File: src/common/msd_pkg.sv
/*
  Shared constants and types for the memory map decoder and the low
  special function register bank.
  Assumes a 20-bit core address and a 32-bit Avalon-MM register bus.
*/
`default_nettype none

package msd_pkg;

  // Core address and bus geometry
  localparam int ADDR_W = 20;
  localparam int BUS_AW = 12;
  localparam int SFR_N = 48;

  // Region bounds
  localparam logic [19:0] SFR_HI = 20'h002ff;
  localparam logic [19:0] RAM_LO = 20'h00400;
  localparam logic [19:0] ROM_HI = 20'h0ffff;
  localparam logic [19:0] ROM_TOP = 20'h10000;
  localparam logic [19:0] VEC_LO = 20'h0ffdc;
  localparam logic [19:0] VEC_HI = 20'h0ffff;

  // Register indices, byte address is four times the index
  localparam logic [5:0] OFF_PROC_MODE_0 = 6'h04;
  localparam logic [5:0] OFF_PROC_MODE_1 = 6'h05;
  localparam logic [5:0] OFF_CLK_CTRL_0 = 6'h06;
  localparam logic [5:0] OFF_CLK_CTRL_1 = 6'h07;
  localparam logic [5:0] OFF_WRITE_PROTECT = 6'h0a;
  localparam logic [5:0] OFF_OSC_STOP = 6'h0c;
  localparam logic [5:0] OFF_WDOG_REFRESH = 6'h0d;
  localparam logic [5:0] OFF_WDOG_BEGIN = 6'h0e;
  localparam logic [5:0] OFF_WDOG_CONTROL = 6'h0f;
  localparam logic [5:0] OFF_MATCH_0 = 6'h10;
  localparam logic [5:0] OFF_MATCH_ENABLE = 6'h13;
  localparam logic [5:0] OFF_MATCH_1 = 6'h14;
  localparam logic [5:0] OFF_COUNT_SRC = 6'h1c;
  localparam logic [5:0] OFF_HS_OSC_0 = 6'h23;
  localparam logic [5:0] OFF_HS_OSC_1 = 6'h24;
  localparam logic [5:0] OFF_HS_OSC_2 = 6'h25;
  localparam logic [5:0] OFF_PRESCALE_FLAG = 6'h28;
  localparam logic [5:0] OFF_HS_OSC_4 = 6'h29;
  localparam logic [5:0] OFF_HS_OSC_6 = 6'h2b;
  localparam logic [5:0] OFF_HS_OSC_7 = 6'h2c;
  localparam logic [5:0] OFF_STATUS = 6'h2e;

  // Reset values
  localparam logic [7:0] RST_ZERO = 8'h00;
  localparam logic [7:0] RST_CLK_CTRL_0 = 8'h68;
  localparam logic [7:0] RST_CLK_CTRL_1 = 8'h20;
  localparam logic [7:0] RST_OSC_STOP = 8'h04;
  localparam logic [7:0] RST_WDOG_CONTROL = 8'h1f;
  localparam logic [7:0] WDOG_DEFINED = 8'hdf;

  // Address match enable bits
  localparam int MATCH_EN_0 = 0;
  localparam int MATCH_EN_1 = 1;

  // Decoded region of a core address
  typedef enum logic [1:0] {RGN_SFR, RGN_RAM, RGN_ROM, RGN_RSVD}
    msd_region_t;

  // Decode result
  typedef struct packed {
    msd_region_t region;
    logic inVector;
    logic sfrMapped;
  } msd_decode_t;

  // Register values driven to the rest of the chip
  typedef struct packed {
    logic [7:0] procMode0;
    logic [7:0] procMode1;
    logic [7:0] clkCtrl0;
    logic [7:0] clkCtrl1;
    logic [7:0] writeProtect;
    logic [7:0] oscStopDetect;
    logic [7:0] wdogControl;
    logic [7:0] countSrcProtect;
    logic [7:0] prescalerReset;
    logic [7:0] hsOsc0;
    logic [7:0] hsOsc1;
    logic [7:0] hsOsc2;
    logic [7:0] hsOsc4;
    logic [7:0] hsOsc6;
    logic [7:0] hsOsc7;
  } msd_ctrl_t;

endpackage

`default_nettype wire

File: src/design/msd_sfr_decoder.sv
/*
  Memory map decoder and low special function register bank.
  Assumes one clock, an Avalon-MM master on the register side and
  core address logic on the same clock on the decode side.
*/
// The Avalon-MM slave port was left to the implementer.
// Contract
// - One megabyte space, each address one region
// - ROM ends at top, base follows size
// - RAM rises from fixed base by size
// - Vector table in topmost ROM locations
// - Lowest block goes to register bank
// - Processor mode registers reset to zero
// - Clock control registers reset to constants
// - Oscillation stop detect resets to 04h
// - Watchdog control resets 00X11111, others undefined
// - Address match registers placed, reset zero
// - Count source protection resets to zero
// - Prescaler reset flag clears on reset
// - Oscillator trims load factory values
`timescale 1ns/100ps
`default_nettype none

module msd_sfr_decoder
  import msd_pkg::*;
#(
  parameter int ROM_KBYTES = 32,
  parameter int RAM_BYTES = 1536,
  // Factory trim defaults; values arbitrary
  parameter logic [7:0] TRIM_1 = 8'h80,
  parameter logic [7:0] TRIM_4 = 8'h80,
  parameter logic [7:0] TRIM_6 = 8'h80,
  parameter logic [7:0] TRIM_7 = 8'h80
)
(
  input wire logic clock, // System clock
  input wire logic rstn, // Async reset, low
  input wire logic [BUS_AW-1:0] address, // Avalon byte address
  input wire logic read, // Avalon read
  input wire logic write, // Avalon write
  input wire logic [31:0] writedata, // Avalon write data
  input wire logic [3:0] byteenable, // Avalon lanes
  output logic [31:0] readdata, // Avalon read data
  output logic waitrequest, // Avalon stall
  input wire logic [ADDR_W-1:0] cpuAddr, // Core address
  input wire logic cpuValid, // Core address valid
  output msd_decode_t cpuDecode, // Decoded region
  output logic cpuDecodeValid, // Decode valid
  output logic [1:0] matchHit, // Address match hits
  output msd_ctrl_t sfrCtrl // Register values
);

  // Derived region bounds
  localparam logic [19:0] ROM_LO =
    20'(32'(ROM_TOP) - ROM_KBYTES * 1024);
  localparam logic [19:0] RAM_HI =
    20'(32'(RAM_LO) + RAM_BYTES - 1);

  // Refuse sizes the map cannot hold
  if (!(ROM_KBYTES inside {8, 16, 24, 32}))
  begin : g_bad_rom
    $error("ROM size must be 8, 16, 24 or 32 Kbytes");
  end
  if (!(RAM_BYTES inside {512, 1024, 1536}))
  begin : g_bad_ram
    $error("RAM size must be 512, 1024 or 1536 bytes");
  end

  // Populated register bytes
  function automatic logic isMapped(input logic [5:0] idx);
    case (idx)
      OFF_PROC_MODE_0, OFF_PROC_MODE_1,
      OFF_CLK_CTRL_0, OFF_CLK_CTRL_1,
      OFF_WRITE_PROTECT, OFF_OSC_STOP,
      OFF_WDOG_REFRESH, OFF_WDOG_BEGIN,
      OFF_WDOG_CONTROL, OFF_MATCH_ENABLE,
      OFF_COUNT_SRC, OFF_HS_OSC_0,
      OFF_HS_OSC_1, OFF_HS_OSC_2,
      OFF_PRESCALE_FLAG, OFF_HS_OSC_4,
      OFF_HS_OSC_6, OFF_HS_OSC_7: return 1'b1;
      OFF_MATCH_0, OFF_MATCH_0 + 6'h1,
      OFF_MATCH_0 + 6'h2: return 1'b1;
      OFF_MATCH_1, OFF_MATCH_1 + 6'h1,
      OFF_MATCH_1 + 6'h2: return 1'b1;
      default: return 1'b0;
    endcase
  endfunction

  // Reset value of each register byte
  function automatic logic [7:0] rstValue(input logic [5:0] idx);
    case (idx)
      OFF_CLK_CTRL_0: return RST_CLK_CTRL_0;
      OFF_CLK_CTRL_1: return RST_CLK_CTRL_1;
      OFF_OSC_STOP: return RST_OSC_STOP;
      // watchdog control, bit 5 taken low
      OFF_WDOG_CONTROL: return RST_WDOG_CONTROL;
      OFF_HS_OSC_1: return TRIM_1;
      OFF_HS_OSC_4: return TRIM_4;
      OFF_HS_OSC_6: return TRIM_6;
      OFF_HS_OSC_7: return TRIM_7;
      default: return RST_ZERO;
    endcase
  endfunction

  // Region decode of one core address
  function automatic msd_decode_t decodeAddr(
    input logic [ADDR_W-1:0] a
  );
    msd_decode_t d;
    d.inVector = (a >= VEC_LO) && (a <= VEC_HI);
    d.sfrMapped = (a < 20'(SFR_N)) && isMapped(a[5:0]);
    if (a <= SFR_HI)
      d.region = RGN_SFR;
    else if ((a >= RAM_LO) && (a <= RAM_HI))
      d.region = RGN_RAM;
    else if ((a >= ROM_LO) && (a <= ROM_HI))
      d.region = RGN_ROM;
    else
      d.region = RGN_RSVD;
    return d;
  endfunction

  // Register storage and bus state
  logic [SFR_N-1:0][7:0] sfrMem; // Register bytes
  logic waitReg; // Stall flag
  logic waitNext; // Next stall flag
  logic [31:0] rdataReg; // Read data
  logic [31:0] rdataNext; // Next read data
  msd_decode_t decodeReg; // Decode result
  logic decValidReg; // Decode valid
  logic [1:0] matchReg; // Match hits
  logic [1:0] matchNext; // Next match hits

  // Bus decode
  wire logic busReq = read | write; // Request present
  wire logic [5:0] busIdx = address[7:2]; // Register index
  wire logic busInRange =
    address[BUS_AW-1:2] < 10'(SFR_N); // Inside bank
  wire logic busStatus =
    busInRange && (busIdx == OFF_STATUS); // Status word
  wire logic busMapped =
    busInRange && isMapped(busIdx); // Populated byte
  wire logic wrFire =
    write && !waitReg && busMapped && byteenable[0];

  // Address match compare words
  wire logic [23:0] match0 = {sfrMem[OFF_MATCH_0 + 6'h2],
    sfrMem[OFF_MATCH_0 + 6'h1], sfrMem[OFF_MATCH_0]};
  wire logic [23:0] match1 = {sfrMem[OFF_MATCH_1 + 6'h2],
    sfrMem[OFF_MATCH_1 + 6'h1], sfrMem[OFF_MATCH_1]};
  wire logic [7:0] matchEn = sfrMem[OFF_MATCH_ENABLE];

  // Own status word: last decode and match state
  wire logic [7:0] statusByte = {3'h0, matchReg,
    decodeReg.inVector, 2'(decodeReg.region)};

  // Read selection
  // unpopulated space reads zero
  wire logic [31:0] readValue =
    busStatus ? {24'h0, statusByte} :
    busMapped ? {24'h0, sfrMem[busIdx]} : 32'h0;

  // One wait cycle, then completion, then idle
  assign waitNext = !(busReq && waitReg);
  // Capture read data in the wait cycle
  assign rdataNext = (read && waitReg) ? readValue : rdataReg;

  assign matchNext[0] = cpuValid && matchEn[MATCH_EN_0] &&
    (cpuAddr == match0[ADDR_W-1:0]);
  assign matchNext[1] = cpuValid && matchEn[MATCH_EN_1] &&
    (cpuAddr == match1[ADDR_W-1:0]);

  // Register bytes, reset to documented values
  always_ff @(posedge clock or negedge rstn)
  begin
    if (!rstn)
    begin
      for (int i = 0; i < SFR_N; i++)
        sfrMem[i] <= rstValue(6'(i));
    end
    else if (wrFire)
    begin
      sfrMem[busIdx] <= writedata[7:0];
    end
  end

  // Bus handshake state
  always_ff @(posedge clock or negedge rstn)
  begin
    if (!rstn)
    begin
      waitReg <= 1'b1;
      rdataReg <= 32'h0;
    end
    else
    begin
      waitReg <= waitNext;
      rdataReg <= rdataNext;
    end
  end

  // Core address decode pipeline
  always_ff @(posedge clock or negedge rstn)
  begin
    if (!rstn)
    begin
      decodeReg <= '{RGN_RSVD, 1'b0, 1'b0};
      decValidReg <= 1'b0;
      matchReg <= 2'h0;
    end
    else
    begin
      decodeReg <= decodeAddr(cpuAddr);
      decValidReg <= cpuValid;
      matchReg <= matchNext;
    end
  end

  // Outputs straight from flops
  assign waitrequest = waitReg;
  assign readdata = rdataReg;
  assign cpuDecode = decodeReg;
  assign cpuDecodeValid = decValidReg;
  assign matchHit = matchReg;
  assign sfrCtrl = '{
    procMode0: sfrMem[OFF_PROC_MODE_0],
    procMode1: sfrMem[OFF_PROC_MODE_1],
    clkCtrl0: sfrMem[OFF_CLK_CTRL_0],
    clkCtrl1: sfrMem[OFF_CLK_CTRL_1],
    writeProtect: sfrMem[OFF_WRITE_PROTECT],
    oscStopDetect: sfrMem[OFF_OSC_STOP],
    wdogControl: sfrMem[OFF_WDOG_CONTROL],
    countSrcProtect: sfrMem[OFF_COUNT_SRC],
    prescalerReset: sfrMem[OFF_PRESCALE_FLAG],
    hsOsc0: sfrMem[OFF_HS_OSC_0],
    hsOsc1: sfrMem[OFF_HS_OSC_1],
    hsOsc2: sfrMem[OFF_HS_OSC_2],
    hsOsc4: sfrMem[OFF_HS_OSC_4],
    hsOsc6: sfrMem[OFF_HS_OSC_6],
    hsOsc7: sfrMem[OFF_HS_OSC_7]};

  // First cycle after reset release
  logic firstReg;
  always_ff @(posedge clock or negedge rstn)
  begin
    if (!rstn)
      firstReg <= 1'b1;
    else
      firstReg <= 1'b0;
  end

  // Address falls in some region
  wire logic inAnyRegion = (cpuAddr <= SFR_HI) ||
    ((cpuAddr >= RAM_LO) && (cpuAddr <= RAM_HI)) ||
    ((cpuAddr >= ROM_LO) && (cpuAddr <= ROM_HI));
endmodule // msd_sfr_decoder

`default_nettype wire

File: config.mk
export PLATFORM = sky130hd
export DESIGN_NAME = msd_sfr_decoder
export DESIGN_NICKNAME = d
export VERILOG_FILES = /design/src/common/msd_pkg.sv /design/src/design/msd_sfr_decoder.sv
export SDC_FILE = /design/constraint.sdc
export NUM_CORES = 1
export LEC_CHECK = 0
export BUFFER_PORTS_ARGS = -buffer_cell sky130_fd_sc_hd__buf_2
export CORE_ASPECT_RATIO = 0.75
export CORE_MARGIN = 8
export CORE_UTILIZATION = 36
export DETAILED_ROUTE_END_ITERATION = 6
export SLEW_MARGIN = 20
export SYNTH_ARGS = -nofsm -noshare
export SYNTH_HDL_FRONTEND = slang
export SYNTH_SLANG_ARGS = --single-unit
File: constraint.sdc
create_clock -name clock -period 3.7 [get_ports clock]
set_input_delay 0.185 -clock clock [delete_from_list [all_inputs] [get_ports clock]]
set_output_delay 0.185 -clock clock [all_outputs]
set_load 0.01 [all_outputs]
==> results.cfg <==
[setup_path]
cp.required_ns = 4.14
critical_path_class = register to register
cp.arrival_ns = 2.86
cp_max_fo = 3
worst_setup_path_start_kind = register
cp-end-kind = register

[cts]
cts_setup_buffers = 0
clock-root-buffer = clkbuf_16
hold_buffers = 12
cts_resized = 0
cts_buffers = 41
cts_max_level = 2
cts_tree = built
clk_pin_slew_ns = 0.06
clkLatencyLatePin_ns = 0.56
clockBufferDepth = 3
clkSinkCount = 400

[die]
row_count = 72
start_util_pct = 36.4
die_w_um = 279
dieArea_um2 = 59600
dieHeight_um = 213
core_um2 = 51400
io_pins = 233

[power]
p_comb_share_pct = 6.0
p_sw_share_pct = 24.2
p_clk_share_pct = 46.5
p_per_area_nw_per_um2 = 452
p_int_mw = 6.99
p_leak_nw = 9.97
vdd_drop_max_v = 0.000263
pwr-share-seq_pct = 47.6
p_sw_mw = 2.23

[synthesis]
synth_top_area_share_pct = 51.2
synth_common_cells = 383 x dfrtp_1, 225 x clkbuf_1, 223 x mux2_2
yosys.cell_types.count = 63
ys_top_cells_by_area = dfrtp_1 51%, mux2_2 13%, buf_4 6.2%
async_flop_share_pct = 100
syn_inst = 1500
synth_top_area_cell = dfrtp_1
synth_edf_count = 0
syn_area_per_cell_um2 = 12.5
netlist_area_um2 = 18700
yosys_warnings = 0
yosysMostFrequentCell = dfrtp_1
yosysSeqAreaShare_pct = 53.6
ys.flop_type = dfrtp_1
ys_ff_latch = 400

[layout]
nets = 1474
syn_to_final_growth_pct = 9.05
final_layout_size_suffix_gt1_share_pct = 42.4
design_area_um2 = 20400
num-fill-cells = 4871

[timing]
finalSetupTns_ns = 0
fin_crit_sh_pct = 65.4
report.final.slew_viol_count = 0
worstMarginPinSlew_ns = 0.945
max_slew_margin_pct = 35.4
rsz0062_at_grt = false
finalSetupViolCount = 0
min_period_ns = 2.42
hold_viol = 0
holdWs_ns = 0.0132
skew_ns = 0.0234
fmax_ghz = 0.413

[global_route]
grt_max_degree = 123
busiest_layer = met2
overflow = 0
grt_pass1_vias = 11800
grtUsageMet3_pct = 5.50
antenna_found_initial = 4
grt_pass1_wl_um = 80900
global_route.usage.met2_pct = 27.2
grt_use_met1_pct = 25.5
grt.total_usage_pct = 18.1

[placement]
place.gp.congestion = 0.899
hpwlAfterDp_um = 38800
port_buffers = 179
dpl_cell_area_um2 = 18800

[routing]
ant_nets = 0
dr.first_iter.drc_count = 1110
vias = 11300
vias_per_cell = 5.26
firstDrtPassIters = 6
wl_um = 54700
drc = 0
post_drt_wl_per_cell_um = 25.6

[outcome]
status = finished, final reports clean

[job]
cap_viol_max_count = 0

[hold_path]
hold_path.class = input pin to register
[stage by stage]
step | util [%] | setup slack [ns] | power, mW | std cells
global placement | 36.6 | 0.832 | 5.00 | 2048
floorplan | - | 1.72 | 4.76 | 1523
global route | 39.7 | 1.26 | 9.57 | 2136
finish | 39.7 | 1.28 | 9.23 | 2139
CTS | 39.6 | 1.32 | 9.30 | 2134
detailed placement | 36.6 | 0.842 | 5.01 | 2048
[area by class of cell]
cell class	count	area [um^2]	share of cell area [%]
sequential	400	10000	49.1
antenna	4	10.0	0.0490
clock buffer	61	1220	5.98
clock inverter	13	183	0.895
inverter	8	30.0	0.147
timing repair buffer	246	1520	7.45
multi-input combinational	704	6540	32.0
tap	703	880	4.31
[power by group through the flow]
stage	logic, mW	clock network, mW	registers, mW
after global placement	0.530	0	4.47
after floorplan	0.285	0	4.47
after CTS	0.547	4.36	4.39
after detailed placement	0.537	0	4.47
final	0.550	4.29	4.39
after global routing	0.592	4.59	4.39
[per-layer routing]
layer / vias up / share of wire, %
met4: 0 / 2.0
met1: 5912 / 45
li1: 4806 / -
met2: 445 / 44
met3: 88 / 8.6
met5: - / 0
[cell families (layout without fill, tap and decap cells)]
| logic type | Yosys count | after routing | share of synthesized area, % |
|---|---|---|---|
| buffers and inverters | 419 | 328 | 12.0 |
| DFF | 400 | 400 | 53.6 |
| muxes | 314 | 314 | 21.2 |
| AOI/OAI and AO/OA | 172 | 172 | 6.51 |
| and+or+nand+nor | 154 | 154 | 4.87 |
| xor gates and xnor gates | 40 | 40 | 1.87 |
| other | 1 | 28 | 0.0200 |
[worst max-delay path, stage by stage (launching register included)]
cell     delay [ns]
dfrtp_1        0.40
mux4_2         0.47
mux2i_1        0.49
o22ai_1        0.17
a21oi_1        0.19
a41oi_1        0.25
a221o_1        0.32
[final timing paths]
check	start	end	slack (ns)	depth (start not counted)
max in group asynchronous	rstn	sfrCtrl[65]	2.40	4
setup reg to reg	sfrCtrl[84]	readdata[4]	1.28	6
hold / removal	cpuAddr[7]	matchHit[0]	0.01	4
setup / recovery	sfrCtrl[84]	readdata[4]	1.28	6
hold reg to reg	sfrMem[240]	sfrMem[240]	0.37	0
min in group asynchronous	rstn	sfrCtrl[0]	0.08	2
[sequential cells by signal, indices dropped and copies added (netlist names)]
name            cells
cpuDecode           4
sfrCtrl           120
readdata            8
matchHit            2
sfrMem            208
match1             24
waitrequest         1
match0             24
cpuDecodeValid      1
matchEn             8
[layout by cell type, fill, tap and decap left out, drive strengths merged, types with 24 or more instances in the layout]
cell and n:
xnor2 24, nand2 39, buf 234, conb 24
nor2 38, mux4 43, clkbuf 61, dfrtp 383
mux2 223, mux2i 48, a221oi 27, a21oi 31
No activity file was read; power rests on OpenSTA's default activity.
